<file path="config.mk">
export PLATFORM = sky130hd
export DESIGN_NAME = rx_port_monitor_regs
export DESIGN_NICKNAME = d
export VERILOG_FILES = /design/src/hw/rx_port_monitor_pkg.sv /design/src/hw/rx_port_monitor_regs.sv
export SDC_FILE = /design/constraint.sdc
export NUM_CORES = 1
export LEC_CHECK = 0
export ABC_CLOCK_PERIOD_IN_PS = 4800
export BUFFER_PORTS_ARGS = -buffer_cell sky130_fd_sc_hd__buf_2
export CAP_MARGIN = 10
export CORE_AREA = 2 2 238 240
export DETAILED_ROUTE_END_ITERATION = 6
export DIE_AREA = 0 0 240 242
export SYNTH_ARGS = -nofsm -noshare
export SYNTH_HDL_FRONTEND = slang
export SYNTH_SLANG_ARGS = --single-unit
</file>
<file path="constraint.sdc">
create_clock -name clk_i -period 4.8 [get_ports clk_i]
set_clock_uncertainty 0.15 [all_clocks]
set_input_delay 0.96 -clock clk_i [delete_from_list [all_inputs] [get_ports clk_i]]
set_output_delay 0.96 -clock clk_i [all_outputs]
set_load 0.005 [all_outputs]
</file>
<file path="src/hw/rx_port_monitor_pkg.sv">
package rx_port_monitor_pkg;
    // Port count and register map
    localparam int NUM_PORTS = 4;
    localparam logic [7:0] PORT_SELECT_ADDR = 8'h4C;
    localparam logic [7:0] LINE_LENGTH_HIGH_ADDR = 8'h75;
    localparam logic [7:0] LINE_LENGTH_LOW_ADDR = 8'h76;
    localparam logic [7:0] FREQ_DETECT_CONTROL_ADDR = 8'h77;
    localparam logic [7:0] MESSAGE_SCRATCH_0_ADDR = 8'h78;
    localparam logic [7:0] MESSAGE_SCRATCH_1_ADDR = 8'h79;
    localparam logic [7:0] PACKET_ERROR_STATUS_ADDR = 8'h7A;
    // Reset values
    localparam logic [7:0] FREQ_DETECT_CONTROL_RST = 8'hC5;
    localparam logic [7:0] MESSAGE_SCRATCH_0_RST = 8'h00;
    localparam logic [7:0] MESSAGE_SCRATCH_1_RST = 8'h01;
    localparam logic [7:0] PORT_SELECT_RST = 8'h00;
    // Field positions of the detector control
    localparam int HYST_MSB = 7;
    localparam int HYST_LSB = 6;
    localparam int STABLE_MSB = 5;
    localparam int STABLE_LSB = 4;
    localparam int LOW_MSB = 3;
    localparam int LOW_LSB = 0;
    // Error status bits; upper nibble reads zero
    localparam int LEN_ERR_BIT = 3;
    localparam int PAYLOAD_CHECKSUM_FLAG_BIT = 2;
    localparam int MULTI_ERR_BIT = 1;
    localparam int SINGLE_ERR_BIT = 0;
    localparam int ERR_BITS = 4;
    // Stability times in ns and cycle counts at 50 MHz
    localparam int CLK_PERIOD_NS = 20;
    localparam int STABLE_T0_NS = 40000;
    localparam int STABLE_T1_NS = 80000;
    localparam int STABLE_T2_NS = 320000;
    localparam int STABLE_T3_NS = 1280000;
    localparam int STABLE_C0 = (STABLE_T0_NS + CLK_PERIOD_NS - 1) / CLK_PERIOD_NS;
    localparam int STABLE_C1 = (STABLE_T1_NS + CLK_PERIOD_NS - 1) / CLK_PERIOD_NS;
    localparam int STABLE_CNT_W = 17;
endpackage

</file>
<file path="src/hw/rx_port_monitor_regs.sv">
`timescale 1ns/100ps
// Notes on behaviour
// Port-select register steers per-port register access.
// Low byte of latest line length readable.
// Length frozen until read when enable set.
// High-byte read latches matching low byte.
// Capture frequency only beyond hysteresis band.
// Stable after in-band time per select code.
// Below low limit sets no-link-clock flag.
// Two scratch bytes, plain storage, reset 00/01.
// Length mismatch sets status bit 3.
// Checksum failure sets status bit 2.
// Multi-bit header error sets bit 1.
// Single-bit header error sets bit 0.
// Flags sticky, cleared on status read.
// High byte completes 16-bit line length.
// Error in clearing read cycle survives.
module rx_port_monitor_regs
    import rx_port_monitor_pkg::*;
#(
    parameter int STABLE_C2 = (STABLE_T2_NS + CLK_PERIOD_NS - 1) / CLK_PERIOD_NS,
    parameter int STABLE_C3 = (STABLE_T3_NS + CLK_PERIOD_NS - 1) / CLK_PERIOD_NS
) (
    // Clock and reset
    input wire logic clk_i,
    input wire logic nrst_i,
    // Register access from the serial control front end
    input wire logic reg_wr_i,
    input wire logic reg_rd_i,
    input wire logic [7:0] reg_addr_i,
    input wire logic [7:0] reg_wdata_i,
    output logic [7:0] reg_rdata_o,
    // Per-port receiver measurements
    input wire logic [NUM_PORTS-1:0] line_done_i,
    input wire logic [NUM_PORTS*16-1:0] line_length_i,
    input wire logic [NUM_PORTS-1:0] line_length_change_irq_enable_i,
    input wire logic [NUM_PORTS-1:0] freq_valid_i,
    input wire logic [NUM_PORTS*8-1:0] freq_mhz_i,
    // Per-port packet error pulses
    input wire logic [NUM_PORTS-1:0] length_error_i,
    input wire logic [NUM_PORTS-1:0] payload_checksum_error_i,
    input wire logic [NUM_PORTS-1:0] header_multibit_error_i,
    input wire logic [NUM_PORTS-1:0] header_singlebit_error_i,
    // Per-port detector status
    output logic [NUM_PORTS-1:0] no_link_clock_flag_o,
    output logic [NUM_PORTS-1:0] freq_stable_o,
    output logic [NUM_PORTS*8-1:0] freq_captured_o
);

    typedef struct packed {
        logic [7:0] rdata;
        logic [7:0] port_sel;
        logic [NUM_PORTS-1:0][15:0] length;
        logic [NUM_PORTS-1:0] frozen;
        logic [NUM_PORTS-1:0][7:0] low_latch;
        logic [NUM_PORTS-1:0] low_latched;
        logic [NUM_PORTS-1:0][7:0] ctl;
        logic [NUM_PORTS-1:0][7:0] scratch0;
        logic [NUM_PORTS-1:0][7:0] scratch1;
        logic [NUM_PORTS-1:0][ERR_BITS-1:0] err;
        logic [NUM_PORTS-1:0][7:0] freq;
        logic [NUM_PORTS-1:0][STABLE_CNT_W-1:0] stable_cnt;
        logic [NUM_PORTS-1:0] stable;
        logic [NUM_PORTS-1:0] no_clk;
    } state_t;

    state_t s;
    state_t next_s;

    // Stability count for a select code
    function automatic logic [STABLE_CNT_W-1:0] stable_limit(
        input logic [1:0] code);
        case (code)
            2'h0: stable_limit = STABLE_CNT_W'(STABLE_C0);
            2'h1: stable_limit = STABLE_CNT_W'(STABLE_C1);
            2'h2: stable_limit = STABLE_CNT_W'(STABLE_C2);
            default: stable_limit = STABLE_CNT_W'(STABLE_C3);
        endcase
    endfunction

    // Absolute difference of two frequencies
    function automatic logic [7:0] abs_diff(input logic [7:0] a,
        input logic [7:0] b);
        abs_diff = (a > b) ? a - b : b - a;
    endfunction

    logic [1:0] sel;
    assign sel = s.port_sel[1:0]; // Selects which port bank is seen

    always_comb begin
        logic [7:0] meas;
        logic [ERR_BITS-1:0] ev;
        logic sts_rd;
        meas = 8'h00;
        ev = '0;
        sts_rd = 1'b0;
        next_s = s;
        // Per-port measurement and flag logic
        for (int p = 0; p < NUM_PORTS; p++) begin
            // New line length unless frozen awaiting a read
            if (line_done_i[p] && !s.frozen[p]) begin
                next_s.length[p] = line_length_i[p*16 +: 16];
                next_s.frozen[p] = line_length_change_irq_enable_i[p];
            end
            if (!line_length_change_irq_enable_i[p]) begin
                next_s.frozen[p] = 1'b0;
            end
            // Frequency capture with hysteresis
            meas = freq_mhz_i[p*8 +: 8];
            if (freq_valid_i[p]) begin
                next_s.no_clk[p] = meas <
                    {4'h0, s.ctl[p][LOW_MSB:LOW_LSB]};
                if (abs_diff(meas, s.freq[p]) >
                    {6'h00, s.ctl[p][HYST_MSB:HYST_LSB]}) begin
                    next_s.freq[p] = meas;
                    next_s.stable_cnt[p] = '0;
                    next_s.stable[p] = 1'b0;
                end else if (s.stable_cnt[p] <
                    stable_limit(s.ctl[p][STABLE_MSB:STABLE_LSB])) begin
                    next_s.stable_cnt[p] = s.stable_cnt[p] + 1'b1;
                end else begin
                    next_s.stable[p] = 1'b1;
                end
            end
        end
        // Register read path; a read of the status clears it
        next_s.rdata = 8'h00;
        if (reg_rd_i) begin
            if (reg_addr_i == PORT_SELECT_ADDR) begin
                next_s.rdata = s.port_sel;
            end else if (reg_addr_i == LINE_LENGTH_HIGH_ADDR) begin
                next_s.rdata = s.length[sel][15:8];
                next_s.low_latch[sel] = s.length[sel][7:0];
                next_s.low_latched[sel] = 1'b1;
            end else if (reg_addr_i == LINE_LENGTH_LOW_ADDR) begin
                next_s.rdata = s.low_latched[sel] ? s.low_latch[sel]
                    : s.length[sel][7:0];
                next_s.low_latched[sel] = 1'b0;
                next_s.frozen[sel] = 1'b0; // Read releases freeze
            end else if (reg_addr_i == FREQ_DETECT_CONTROL_ADDR) begin
                next_s.rdata = s.ctl[sel];
            end else if (reg_addr_i == MESSAGE_SCRATCH_0_ADDR) begin
                next_s.rdata = s.scratch0[sel];
            end else if (reg_addr_i == MESSAGE_SCRATCH_1_ADDR) begin
                next_s.rdata = s.scratch1[sel];
            end else if (reg_addr_i == PACKET_ERROR_STATUS_ADDR) begin
                next_s.rdata = {4'h0, s.err[sel]};
                sts_rd = 1'b1;
            end
        end
        // Register write path, ignored on read-only addresses
        if (reg_wr_i) begin
            if (reg_addr_i == PORT_SELECT_ADDR) begin
                next_s.port_sel = reg_wdata_i;
            end else if (reg_addr_i == FREQ_DETECT_CONTROL_ADDR) begin
                next_s.ctl[sel] = reg_wdata_i;
            end else if (reg_addr_i == MESSAGE_SCRATCH_0_ADDR) begin
                next_s.scratch0[sel] = reg_wdata_i;
            end else if (reg_addr_i == MESSAGE_SCRATCH_1_ADDR) begin
                next_s.scratch1[sel] = reg_wdata_i;
            end
        end
        // Sticky flags; a set in the clearing cycle wins
        for (int p = 0; p < NUM_PORTS; p++) begin
            ev = '0;
            ev[LEN_ERR_BIT] = length_error_i[p];
            ev[PAYLOAD_CHECKSUM_FLAG_BIT] = payload_checksum_error_i[p];
            ev[MULTI_ERR_BIT] = header_multibit_error_i[p];
            ev[SINGLE_ERR_BIT] = header_singlebit_error_i[p];
            if (sts_rd && (sel == 2'(p))) begin
                next_s.err[p] = ev;
            end else begin
                next_s.err[p] = s.err[p] | ev;
            end
        end
    end

    // State register with synchronous reset
    always_ff @(posedge clk_i) begin
        if (!nrst_i) begin
            s <= '0;
            s.port_sel <= PORT_SELECT_RST;
            for (int p = 0; p < NUM_PORTS; p++) begin
                s.ctl[p] <= FREQ_DETECT_CONTROL_RST;
                s.scratch0[p] <= MESSAGE_SCRATCH_0_RST;
                s.scratch1[p] <= MESSAGE_SCRATCH_1_RST;
            end
        end else begin
            s <= next_s;
        end
    end

    // Outputs straight from state
    assign reg_rdata_o = s.rdata;
    assign no_link_clock_flag_o = s.no_clk;
    assign freq_stable_o = s.stable;
    assign freq_captured_o = s.freq;

    // Flags of every port hold until a status read of that port
    for (genvar p = 0; p < NUM_PORTS; p++) begin : g_sticky

    end
endmodule // rx_port_monitor_regs

</file>
==> flow_summary_export.csv, run 1 <==
group,metric,value,unit
sta,finalMaxSlewViolations,0,
worst_setup_path,crit_required,5150,ps
global_routing,use_met3,0.0320,
clocking,cts_sinks,340,
sta,setup_slack,225,ps
global_routing,grt_usage,0.190,
routing,drt-vias-per-instance,5.29,
worst_setup_path,startpoint_type,"input port",
synth,synthMostInstantiatedCell,"dfxtp_1",
worst_setup_path,worstRegToRegCells,17,
worst_setup_path,r2r_slack,380,ps
routing,drc,0,
routing,wire_per_inst,17.6,µm
global_routing,busiest_layer,"met2",
global_routing,grt_pass1_wl,89500,µm
worst_setup_path,timing.rr.start,"freq_captured_o[16]",
global_routing,met1_usage,0.255,
min_path,worstHoldPathType,"reg -> reg",
worst_setup_path,crit_type,"in -> reg",
floorplan,ios,192,
global_routing,antenna_found_initial,9,
job,cap_violations,0,
routing,dr.pass1.iters,6,
sta,hold_viol_final,0,
synth,synthCells,2234,
power_and_ir_drop,p_leak,8.97,nW
global_routing,grt_max_degree,87,
worst_setup_path,r2r_end,"s[48]",
sta,slew_headroom,0.409,
floorplan,die_x,240,µm
sta,rsz0062_at_grt,"false",
routing,antenna_left,0,
routing,totalWireLength,56100,µm
clocking,path_clk_slew,50,ps
clocking,worstSkewPairLatency,580,ps
power_and_ir_drop,finalPower,0.00705,W
min_path,hold_start,"no_link_clock_flag_o[1]",
synth,synthTopCellsByCount,"340 x dfxtp_1, 266 x nand2_1, 220 x nor2_1",
clocking,cts.htree.levels,2,
sta,timing.final.crit_share,0.953,
sta,worst_pin_slew,886,ps
min_path,hold_path_depth,2,
clocking,cts_tree,"yes",
sta,fin_crit,4570,ps
worst_setup_path,cp-end-kind,"flip-flop",
clocking,hold_buffers,0,
synth,ys_async_sr_fraction,0,
floorplan,num_rows,87,
synth,synth_area,0.0193,mm²
power_and_ir_drop,peakVddDrop,0.000258,V
synth,yosysWarnings,0,
worst_setup_path,worstPathMaxFanout,8,
global_routing,grt_use_met2,0.312,
clocking,clockBufferDepth,3,
run_status,status,"complete, no violations",
sta,setup_viol,0,
placement,hpwl,41000,µm
cells_and_area,fin_area,0.0226,mm²
synth,syn_avg_cell_area,8.64,µm²
sta,setup_tns,0,ps
synth,synth.distinct_cells,89,
synth,ys.flop_type,"dfxtp_1",
clocking,ctsResizeCount,0,
global_routing,grt_overflow,0,
synth,syn-num-nets,2510,
placement,place_area,0.0212,mm²
synth,ys_seq_elements,340,
clocking,cts_setup_buffers,0,
global_routing,grt_pass1_vias,16600,
routing,vias,16800,
floorplan,die-area,0.0581,mm²
power_and_ir_drop,p_per_area,312,mW/mm²
sta,fmax,219,MHz
floorplan,initial_utilization,0.346,
floorplan,die_y,242,µm
cells_and_area,fin_nets,2665,
placement,place_congestion,0.880,
placement,port_buffers,191,
worst_setup_path,worst_ep_arrival_time,4930,ps
cells_and_area,utilization,0.405,
synth,synth_edf_count,0,
cells_and_area,syn_to_final_growth,16.9,%
cells_and_area,layout-drive-gt1-share,0.199,
synth,synth_top_area_share,0.352,
routing,drtIter0Drc,1043,
min_path,min_to,"no_link_clock_flag_o[1]",
synth,yosysSeqAreaShare,0.352,
clocking,numCtsBuffers,41,
clocking,root_buffer,"clkbuf_16",
synth,yosys.area.top_type,"dfxtp_1",
synth,ys_top_cells_by_area,"dfxtp_1 35%, ha_1 8.0%, mux4_2 6.2%, mux2i_1 5.5%, nand2_1 5.2%",
floorplan,core,0.0557,mm²
placement,dp_slack,-322,ps
[routing by layer]
metal	routed length, µm	up-vias
met4	1410	10
met5	68	-
met2	26200	449
li1	-	8141
met3	3120	97
met1	25300	8124
[worst max path at each step]
stage,startpoint,endpoint,slack [ps],depth (start not counted)
finish,freq_mhz_i[16],s[48],230,19
global route,freq_mhz_i[16],s[48],40,19
CTS,freq_mhz_i[24],freq_captured_o[27],280,20
detailed placement,freq_mhz_i[16],s[57],-320,19
global placement,freq_mhz_i[16],s[48],-180,19
floorplan,freq_mhz_i[16],freq_captured_o[21],10,19
[logic make-up after synthesis]
| kind of cell | count (synthesis) | share of synthesized area |
|---|---|---|
| compound gates | 475 | 0.156 |
| xor+xnor | 53 | 0.0240 |
| fa+ha+maj | 132 | 0.0886 |
| buf+inv | 302 | 0.0715 |
| flops | 340 | 0.352 |
| mux | 170 | 0.123 |
| simple gates | 762 | 0.184 |
[layout make-up]
| cell class | instances | area, µm² |
|---|---|---|
| Fill cell | 5689 | 33200 |
| Tap cell | 756 | 946 |
| Antenna cell | 4 | 10.0 |
| Clock inverter | 18 | 180 |
| Clock buffer | 58 | 1170 |
| Timing Repair Buffer | 287 | 1750 |
| Sequential cell | 340 | 6810 |
| Inverter | 127 | 484 |
| Multi-Input combinational cell | 1592 | 11200 |
[through the flow]
step / std cells / hold slack, ps
final: 3182 / 304
after global routing: 3181 / 315
after CTS: 3178 / 303
after detailed placement: 3102 / 295
after global placement: 3102 / 287
after floorplan: 2234 / 274
[placed cells by master (no fill, tap or decap), types with 21 or more instances in the layout]
cell and count:
buf_4 90, nand4_1 39, o211ai_1 21, dfxtp_1 338, nor2b_1 21, nand3_1 81
o21ai_0 82, nor3_1 27, ha_1 122, a21oi_1 189, nor2_1 219, xor2_1 27
xnor2_1 26, mux4_2 53, nand2_1 266, inv_1 122, mux2i_1 107, o31ai_1 24
clkbuf_16 41, buf_2 191
[worst max-delay path, stage by stage]
cell and delay [ps]:
buf_2 120, inv_4 60, ha_4 120, inv_2 40, fa_2 410, a211oi_2 290
nor2_1 100, o31ai_1 270, a211o_1 210, mux2_4 320, ha_4 220, nor2b_1 130
a2bb2oi_1 150, a221o_1 270, or3_4 360, o41ai_4 440, o21ai_2 150, buf_4 200
a21oi_1 110
[flip-flops by register name (all words and copies together), names as in the netlist, named ones only]
signal                flops
freq_captured_o          32
freq_stable_o             4
no_link_clock_flag_o      4
reg_rdata_o               8
s                       288
[power by group]
group          total, W  internal [W]  switching [W]
registers       0.00293       0.00289      0.0000458
clock network   0.00310       0.00178        0.00132
logic           0.00102      0.000428       0.000588
total           0.00705       0.00510        0.00196
No activity file was read; power rests on OpenSTA's default activity.
==> run 2, diff against run 1 <==
--- a/config.mk
+++ b/config.mk
@@ -9,8 +9,10 @@
 export BUFFER_PORTS_ARGS = -buffer_cell sky130_fd_sc_hd__buf_2
 export CAP_MARGIN = 10
 export CORE_AREA = 2 2 238 240
+export CTS_CLUSTER_SIZE = 16
 export DETAILED_ROUTE_END_ITERATION = 6
 export DIE_AREA = 0 0 240 242
+export REMOVE_ABC_BUFFERS = 1
 export SYNTH_ARGS = -nofsm -noshare
 export SYNTH_HDL_FRONTEND = slang
 export SYNTH_SLANG_ARGS = --single-unit
==> flow_summary_export.csv, run 2 (synthesis results as in run 1) <==
group,metric,value,unit
floorplan,initial_utilization,0.346,
routing,vias,16800,
sta,setup_tns,0,ps
sta,slew_headroom,0.417,
sta,hold_viol_final,0,
placement,port_buffers,191,
worst_setup_path,critPathLaunch,"freq_mhz_i[16]",
min_path,worstHoldPathType,"reg -> reg",
placement,place_congestion,0.854,
sta,fmax,216,MHz
worst_setup_path,crit_type,"in -> reg",
worst_setup_path,worstPathMaxFanout,16,
clocking,numCtsBuffers,40,
sta,rsz0062_at_grt,"true",
worst_setup_path,path_depth,20,
clocking,cts_sinks,340,
worst_setup_path,r2r_end,"freq_captured_o[20]",
global_routing,grt_pass1_vias,16800,
worst_setup_path,critPathBufInv,4,
floorplan,die_x,240,µm
sta,fin_crit,4630,ps
cells_and_area,syn_to_final_growth,17.1,%
sta,finalMaxSlewViolations,0,
worst_setup_path,startpoint_type,"input port",
power_and_ir_drop,peakVddDrop,0.000207,V
global_routing,grt_overflow,0,
routing,dr.pass1.iters,5,
routing,drt-vias-per-instance,5.26,
clocking,worstSkewPairLatency,590,ps
global_routing,grt_usage,0.187,
worst_setup_path,cp_cell_sequence,"buf_2, inv_1, ha_1, inv_1, fa_1, a211oi_2, nor2_1, o31ai_1, a211o_1, mux2_2, ha_1, nor2b_1, a2bb2oi_1, a221o_1, or3_1, o41ai_2, nor2_1, buf_4, nand3_1, o31ai_2",
global_routing,grt_max_degree,106,
power_and_ir_drop,p_leak,9.04,nW
cells_and_area,layout-drive-gt1-share,0.199,
worst_setup_path,cp-endpoint,"freq_captured_o[20]",
worst_setup_path,path_delay_family,"compound AO/OA/AOI/OAI gates",
clocking,cts_tree,"yes",
clocking,path_clk_slew,60,ps
floorplan,die_y,242,µm
worst_setup_path,r2r_slack,340,ps
floorplan,num_rows,87,
worst_setup_path,worst_ep_arrival_time,4900,ps
routing,totalWireLength,55000,µm
cells_and_area,final_cell_mix,"338 x dfxtp_1, 266 x nand2_1, 220 x nor2_1",
floorplan,core,0.0557,mm²
global_routing,antenna_found_initial,5,
sta,setup_viol,0,
cells_and_area,fin_nets,2675,
clocking,hold_buffers,0,
routing,wire_per_inst,17.3,µm
worst_setup_path,crit_required,5080,ps
worst_setup_path,critPathMaxStageDelay,410,ps
sta,worst_pin_slew,875,ps
placement,place_area,0.0212,mm²
worst_setup_path,cpMaxStageDelayCell,"or3_1",
routing,drc,0,
clocking,clockBufferDepth,3,
cells_and_area,largest_register_ff_count,288,
job,cap_violations,0,
routing,antenna_left,0,
worst_setup_path,worstRegToRegCells,18,
floorplan,die-area,0.0581,mm²
worst_setup_path,timing.rr.start,"freq_captured_o[16]",
worst_setup_path,cp-end-kind,"flip-flop",
power_and_ir_drop,p_per_area,315,mW/mm²
placement,dp.cells,3111,
cells_and_area,fin_cells,3187,
cells_and_area,top_register,"s",
sta,timing.final.crit_share,0.964,
routing,drtIter0Drc,973,
cells_and_area,fin_area,0.0226,mm²
cells_and_area,layout_commonest_cell,"dfxtp_1",
floorplan,ios,192,
clocking,cts.htree.levels,2,
placement,hpwl,39800,µm
global_routing,grt_pass1_wl,88200,µm
run_status,status,"complete, no violations",
clocking,root_buffer,"clkbuf_16",
-- run 2: stage by stage --
stage                util  power [W]  hold slack (ps)  worst slack [ps]
floorplan               -    0.00355              276              -552
global placement    0.380    0.00396              290              -430
detailed placement  0.380    0.00397              295              -548
CTS                 0.405    0.00720              304              46.3
global route        0.406    0.00743              323             -38.9
finish              0.406    0.00713              302               173
-- run 2: worst min-delay path by stage --
stage	from	to	depth (start not counted)
global route	s[273]	s[273]	2
floorplan	s[24]	s[24]	2
CTS	no_link_clock_flag_o[0]	no_link_clock_flag_o[0]	2
detailed placement	no_link_clock_flag_o[0]	no_link_clock_flag_o[0]	2
finish	s[286]	s[286]	2
global placement	s[330]	s[330]	2
-- run 2: final cells by class --
cell class	instances	area [µm²]
fillers	5659	33100
multi-input cells	1592	11100
flip-flops and latches	340	6810
repair buffers	298	1840
clock buffers	50	1090
well taps	756	946
inverters	127	482
clock inverters	22	299
diodes	2	5.00
-- run 2: power breakdown --
part / leakage, nW / switching (W) / internal (W)
Sequential: 2.76 / 0.0000441 / 0.00289
Clock: 0.684 / 0.00131 / 0.00190
Combinational: 5.60 / 0.000564 / 0.000424
-- run 2: per-layer routing --
metal | up-vias | global-route usage | share of wire
li1 | 8152 | - | -
met1 | 8109 | 0.242 | 0.45
met2 | 414 | 0.318 | 0.48
met3 | 77 | 0.0324 | 0.054
met4 | 6 | 0.0490 | 0.018
met5 | - | 0 | 0.00055
-- run 2: tightest hold or removal path, delay by kind of cell (launching register included) --
kind | cells | cell delay (ps)
AO/OA/AOI/OAI | 1 | 50
flip-flops | 1 | 300
AND/OR/NAND/NOR | 1 | 50
-- run 2: timing repair --
| action | 4_1_cts | 5_1_grt |
|---|---|---|
| buffers inserted | 0 | 2 |
| setup endpoints to repair | 0 | 61 |
| resized for setup | 0 | 8 |
==> run 3, diff against run 2 <==
--- a/config.mk
+++ b/config.mk
@@ -6,12 +6,12 @@
 export NUM_CORES = 1
 export LEC_CHECK = 0
 export ABC_CLOCK_PERIOD_IN_PS = 4800
-export BUFFER_PORTS_ARGS = -buffer_cell sky130_fd_sc_hd__buf_2
+export BUFFER_PORTS_ARGS = -buffer_cell sky130_fd_sc_hd__buf_4
 export CAP_MARGIN = 10
-export CORE_AREA = 2 2 238 240
+export CORE_AREA = 2 2 251 228
 export CTS_CLUSTER_SIZE = 16
 export DETAILED_ROUTE_END_ITERATION = 6
-export DIE_AREA = 0 0 240 242
+export DIE_AREA = 0 0 253 230
 export REMOVE_ABC_BUFFERS = 1
 export SYNTH_ARGS = -nofsm -noshare
 export SYNTH_HDL_FRONTEND = slang
==> flow_summary_export.csv, run 3 (synthesis results as in run 1) <==
group,metric,value,unit
run_status,status,"complete, no violations",
min_path,hold_start,"s[287]",
min_path,worstHoldPathType,"reg -> reg",
clocking,clockBufferDepth,3,
cells_and_area,final_cell_mix,"338 x dfxtp_1, 304 x buf_4, 266 x nand2_1",
floorplan,die_y,230,µm
placement,hpwl,40700,µm
power_and_ir_drop,peakVddDrop,0.000228,V
clocking,root_buffer,"clkbuf_16",
routing,vias,16700,
clocking,path_clk_slew,60,ps
global_routing,grt_pass1_vias,16800,
routing,totalWireLength,55800,µm
cells_and_area,largest_register_ff_count,288,
power_and_ir_drop,p_int,0.00512,W
routing,drc,0,
worst_setup_path,startpoint_type,"input port",
clocking,worstSkewPairLatency,600,ps
sta,slew_headroom,0.364,
placement,place_congestion,0.860,
placement,port_buffers,191,
floorplan,initial_utilization,0.349,
routing,antenna_left,0,
routing,wire_per_inst,17.7,µm
floorplan,die_x,253,µm
clocking,numCtsBuffers,41,
cells_and_area,layout_commonest_cell,"dfxtp_1",
clocking,cts_tree,"yes",
sta,finalMaxSlewViolations,0,
global_routing,grt_overflow,0,
worst_setup_path,timing.rr.start,"freq_captured_o[16]",
global_routing,grt_pass1_wl,89800,µm
worst_setup_path,crit_required,5100,ps
power_and_ir_drop,p_leak,9.21,nW
sta,fmax,218,MHz
floorplan,die-area,0.0582,mm²
power_and_ir_drop,seq_power_share,0.415,
worst_setup_path,cp-end-kind,"flip-flop",
clocking,cts.htree.levels,2,
worst_setup_path,critPathLaunch,"freq_mhz_i[16]",
floorplan,core,0.0554,mm²
cells_and_area,layout-drive-gt1-share,0.203,
sta,setup_viol,0,
cells_and_area,utilization,0.417,
job,cap_violations,0,
sta,rsz0062_at_grt,"false",
routing,dr.pass1.iters,5,
worst_setup_path,worstPathMaxFanout,16,
power_and_ir_drop,p_per_area,306,mW/mm²
power_and_ir_drop,finalPower,0.00708,W
cells_and_area,top_register,"s",
floorplan,ios,192,
cells_and_area,syn_to_final_growth,19.6,%
worst_setup_path,worst_ep_arrival_time,4890,ps
cells_and_area,nFillCells,5454,
worst_setup_path,crit_type,"in -> reg",
global_routing,grt_max_degree,92,
routing,drtIter0Drc,1170,
power_and_ir_drop,netSwitchingPower,0.00196,W
power_and_ir_drop,power_frac_comb,0.150,
power_and_ir_drop,power_frac_clock,0.436,
floorplan,num_rows,82,
sta,setup_tns,0,ps
sta,fin_crit,4590,ps
global_routing,grt_usage,0.190,
cells_and_area,n_antenna_cell,0,
power_and_ir_drop,switching_share,0.277,
global_routing,antenna_found_initial,2,
sta,hold_viol_final,0,
routing,drt-vias-per-instance,5.30,
clocking,cts_sinks,340,
sta,timing.final.crit_share,0.956,
cells_and_area,fin_nets,2689,
sta,worst_pin_slew,955,ps
==> run 3: timing repair <==
| item | CTS | global route |
|---|---|---|
| gates resized for setup | 0 | 14 |
| setup endpoints to repair | 0 | 41 |
| setup buffers | 0 | 1 |
| hold buffers | 0 | 0 |
==> run 3: metal layers <==
metal | wire (µm) | track usage | share of wire
met1 | 25700 | 0.257 | 0.46
met2 | 25500 | 0.308 | 0.46
met3 | 3500 | 0.0410 | 0.063
met4 | 1190 | 0.0492 | 0.021
met5 | 27 | 0 | 0.00048
==> run 3: layout make-up <==
class / count / area, µm² / share of cell area
Sequential cell: 340 / 6810 / 0.295
Tap cell: 714 / 893 / 0.0387
Clock inverter: 21 / 246 / 0.0107
Timing Repair Buffer: 311 / 2400 / 0.104
Inverter: 127 / 482 / 0.0209
Clock buffer: 53 / 1090 / 0.0472
Multi-Input combinational cell: 1592 / 11200 / 0.484
==> run 3: metrics by stage <==
step / std cells / worst slack, ps / hold slack (ps) / area [µm²]
2_1_floorplan: 2059 / -552 / 276 / 18400
3_3_place_gp: 3082 / -417 / 290 / 21700
3_5_place_dp: 3082 / -542 / 296 / 21700
4_1_cts: 3156 / 26.4 / 304 / 23000
5_1_grt: 3158 / 40.6 / 321 / 23100
6_report: 3158 / 211 / 302 / 23100
==> run 3: power groups by stage <==
stage	combinational, W	sequential [W]	clock, W
after floorplan	0.000566	0.00299	0
after global placement	0.00104	0.00299	0
after detailed placement	0.00104	0.00300	0
after CTS	0.00105	0.00293	0.00315
after global routing	0.00118	0.00294	0.00328
final	0.00106	0.00293	0.00308
==> run 3: final timing paths <==
check	to	slack, ps	depth (start not counted)
setup / recovery	freq_captured_o[21]	210	21
hold / removal	s[287]	300	2
setup reg to reg	freq_captured_o[21]	420	19
hold reg to reg	s[287]	300	2
==> run 3: critical path, cell delays in order <==
cell and delay [ps]:
buf_4 110, inv_1 70, ha_1 140, inv_1 60
fa_2 350, a211oi_2 280, nor2_1 90, o31ai_1 240
a211o_1 200, mux2_2 340, ha_1 280, nor2b_1 130
a2bb2oi_1 140, a221o_1 270, or3_4 360, o41ai_4 340
buf_4 160, nor2_1 40, buf_6 150, nand3_1 100
o31ai_2 70
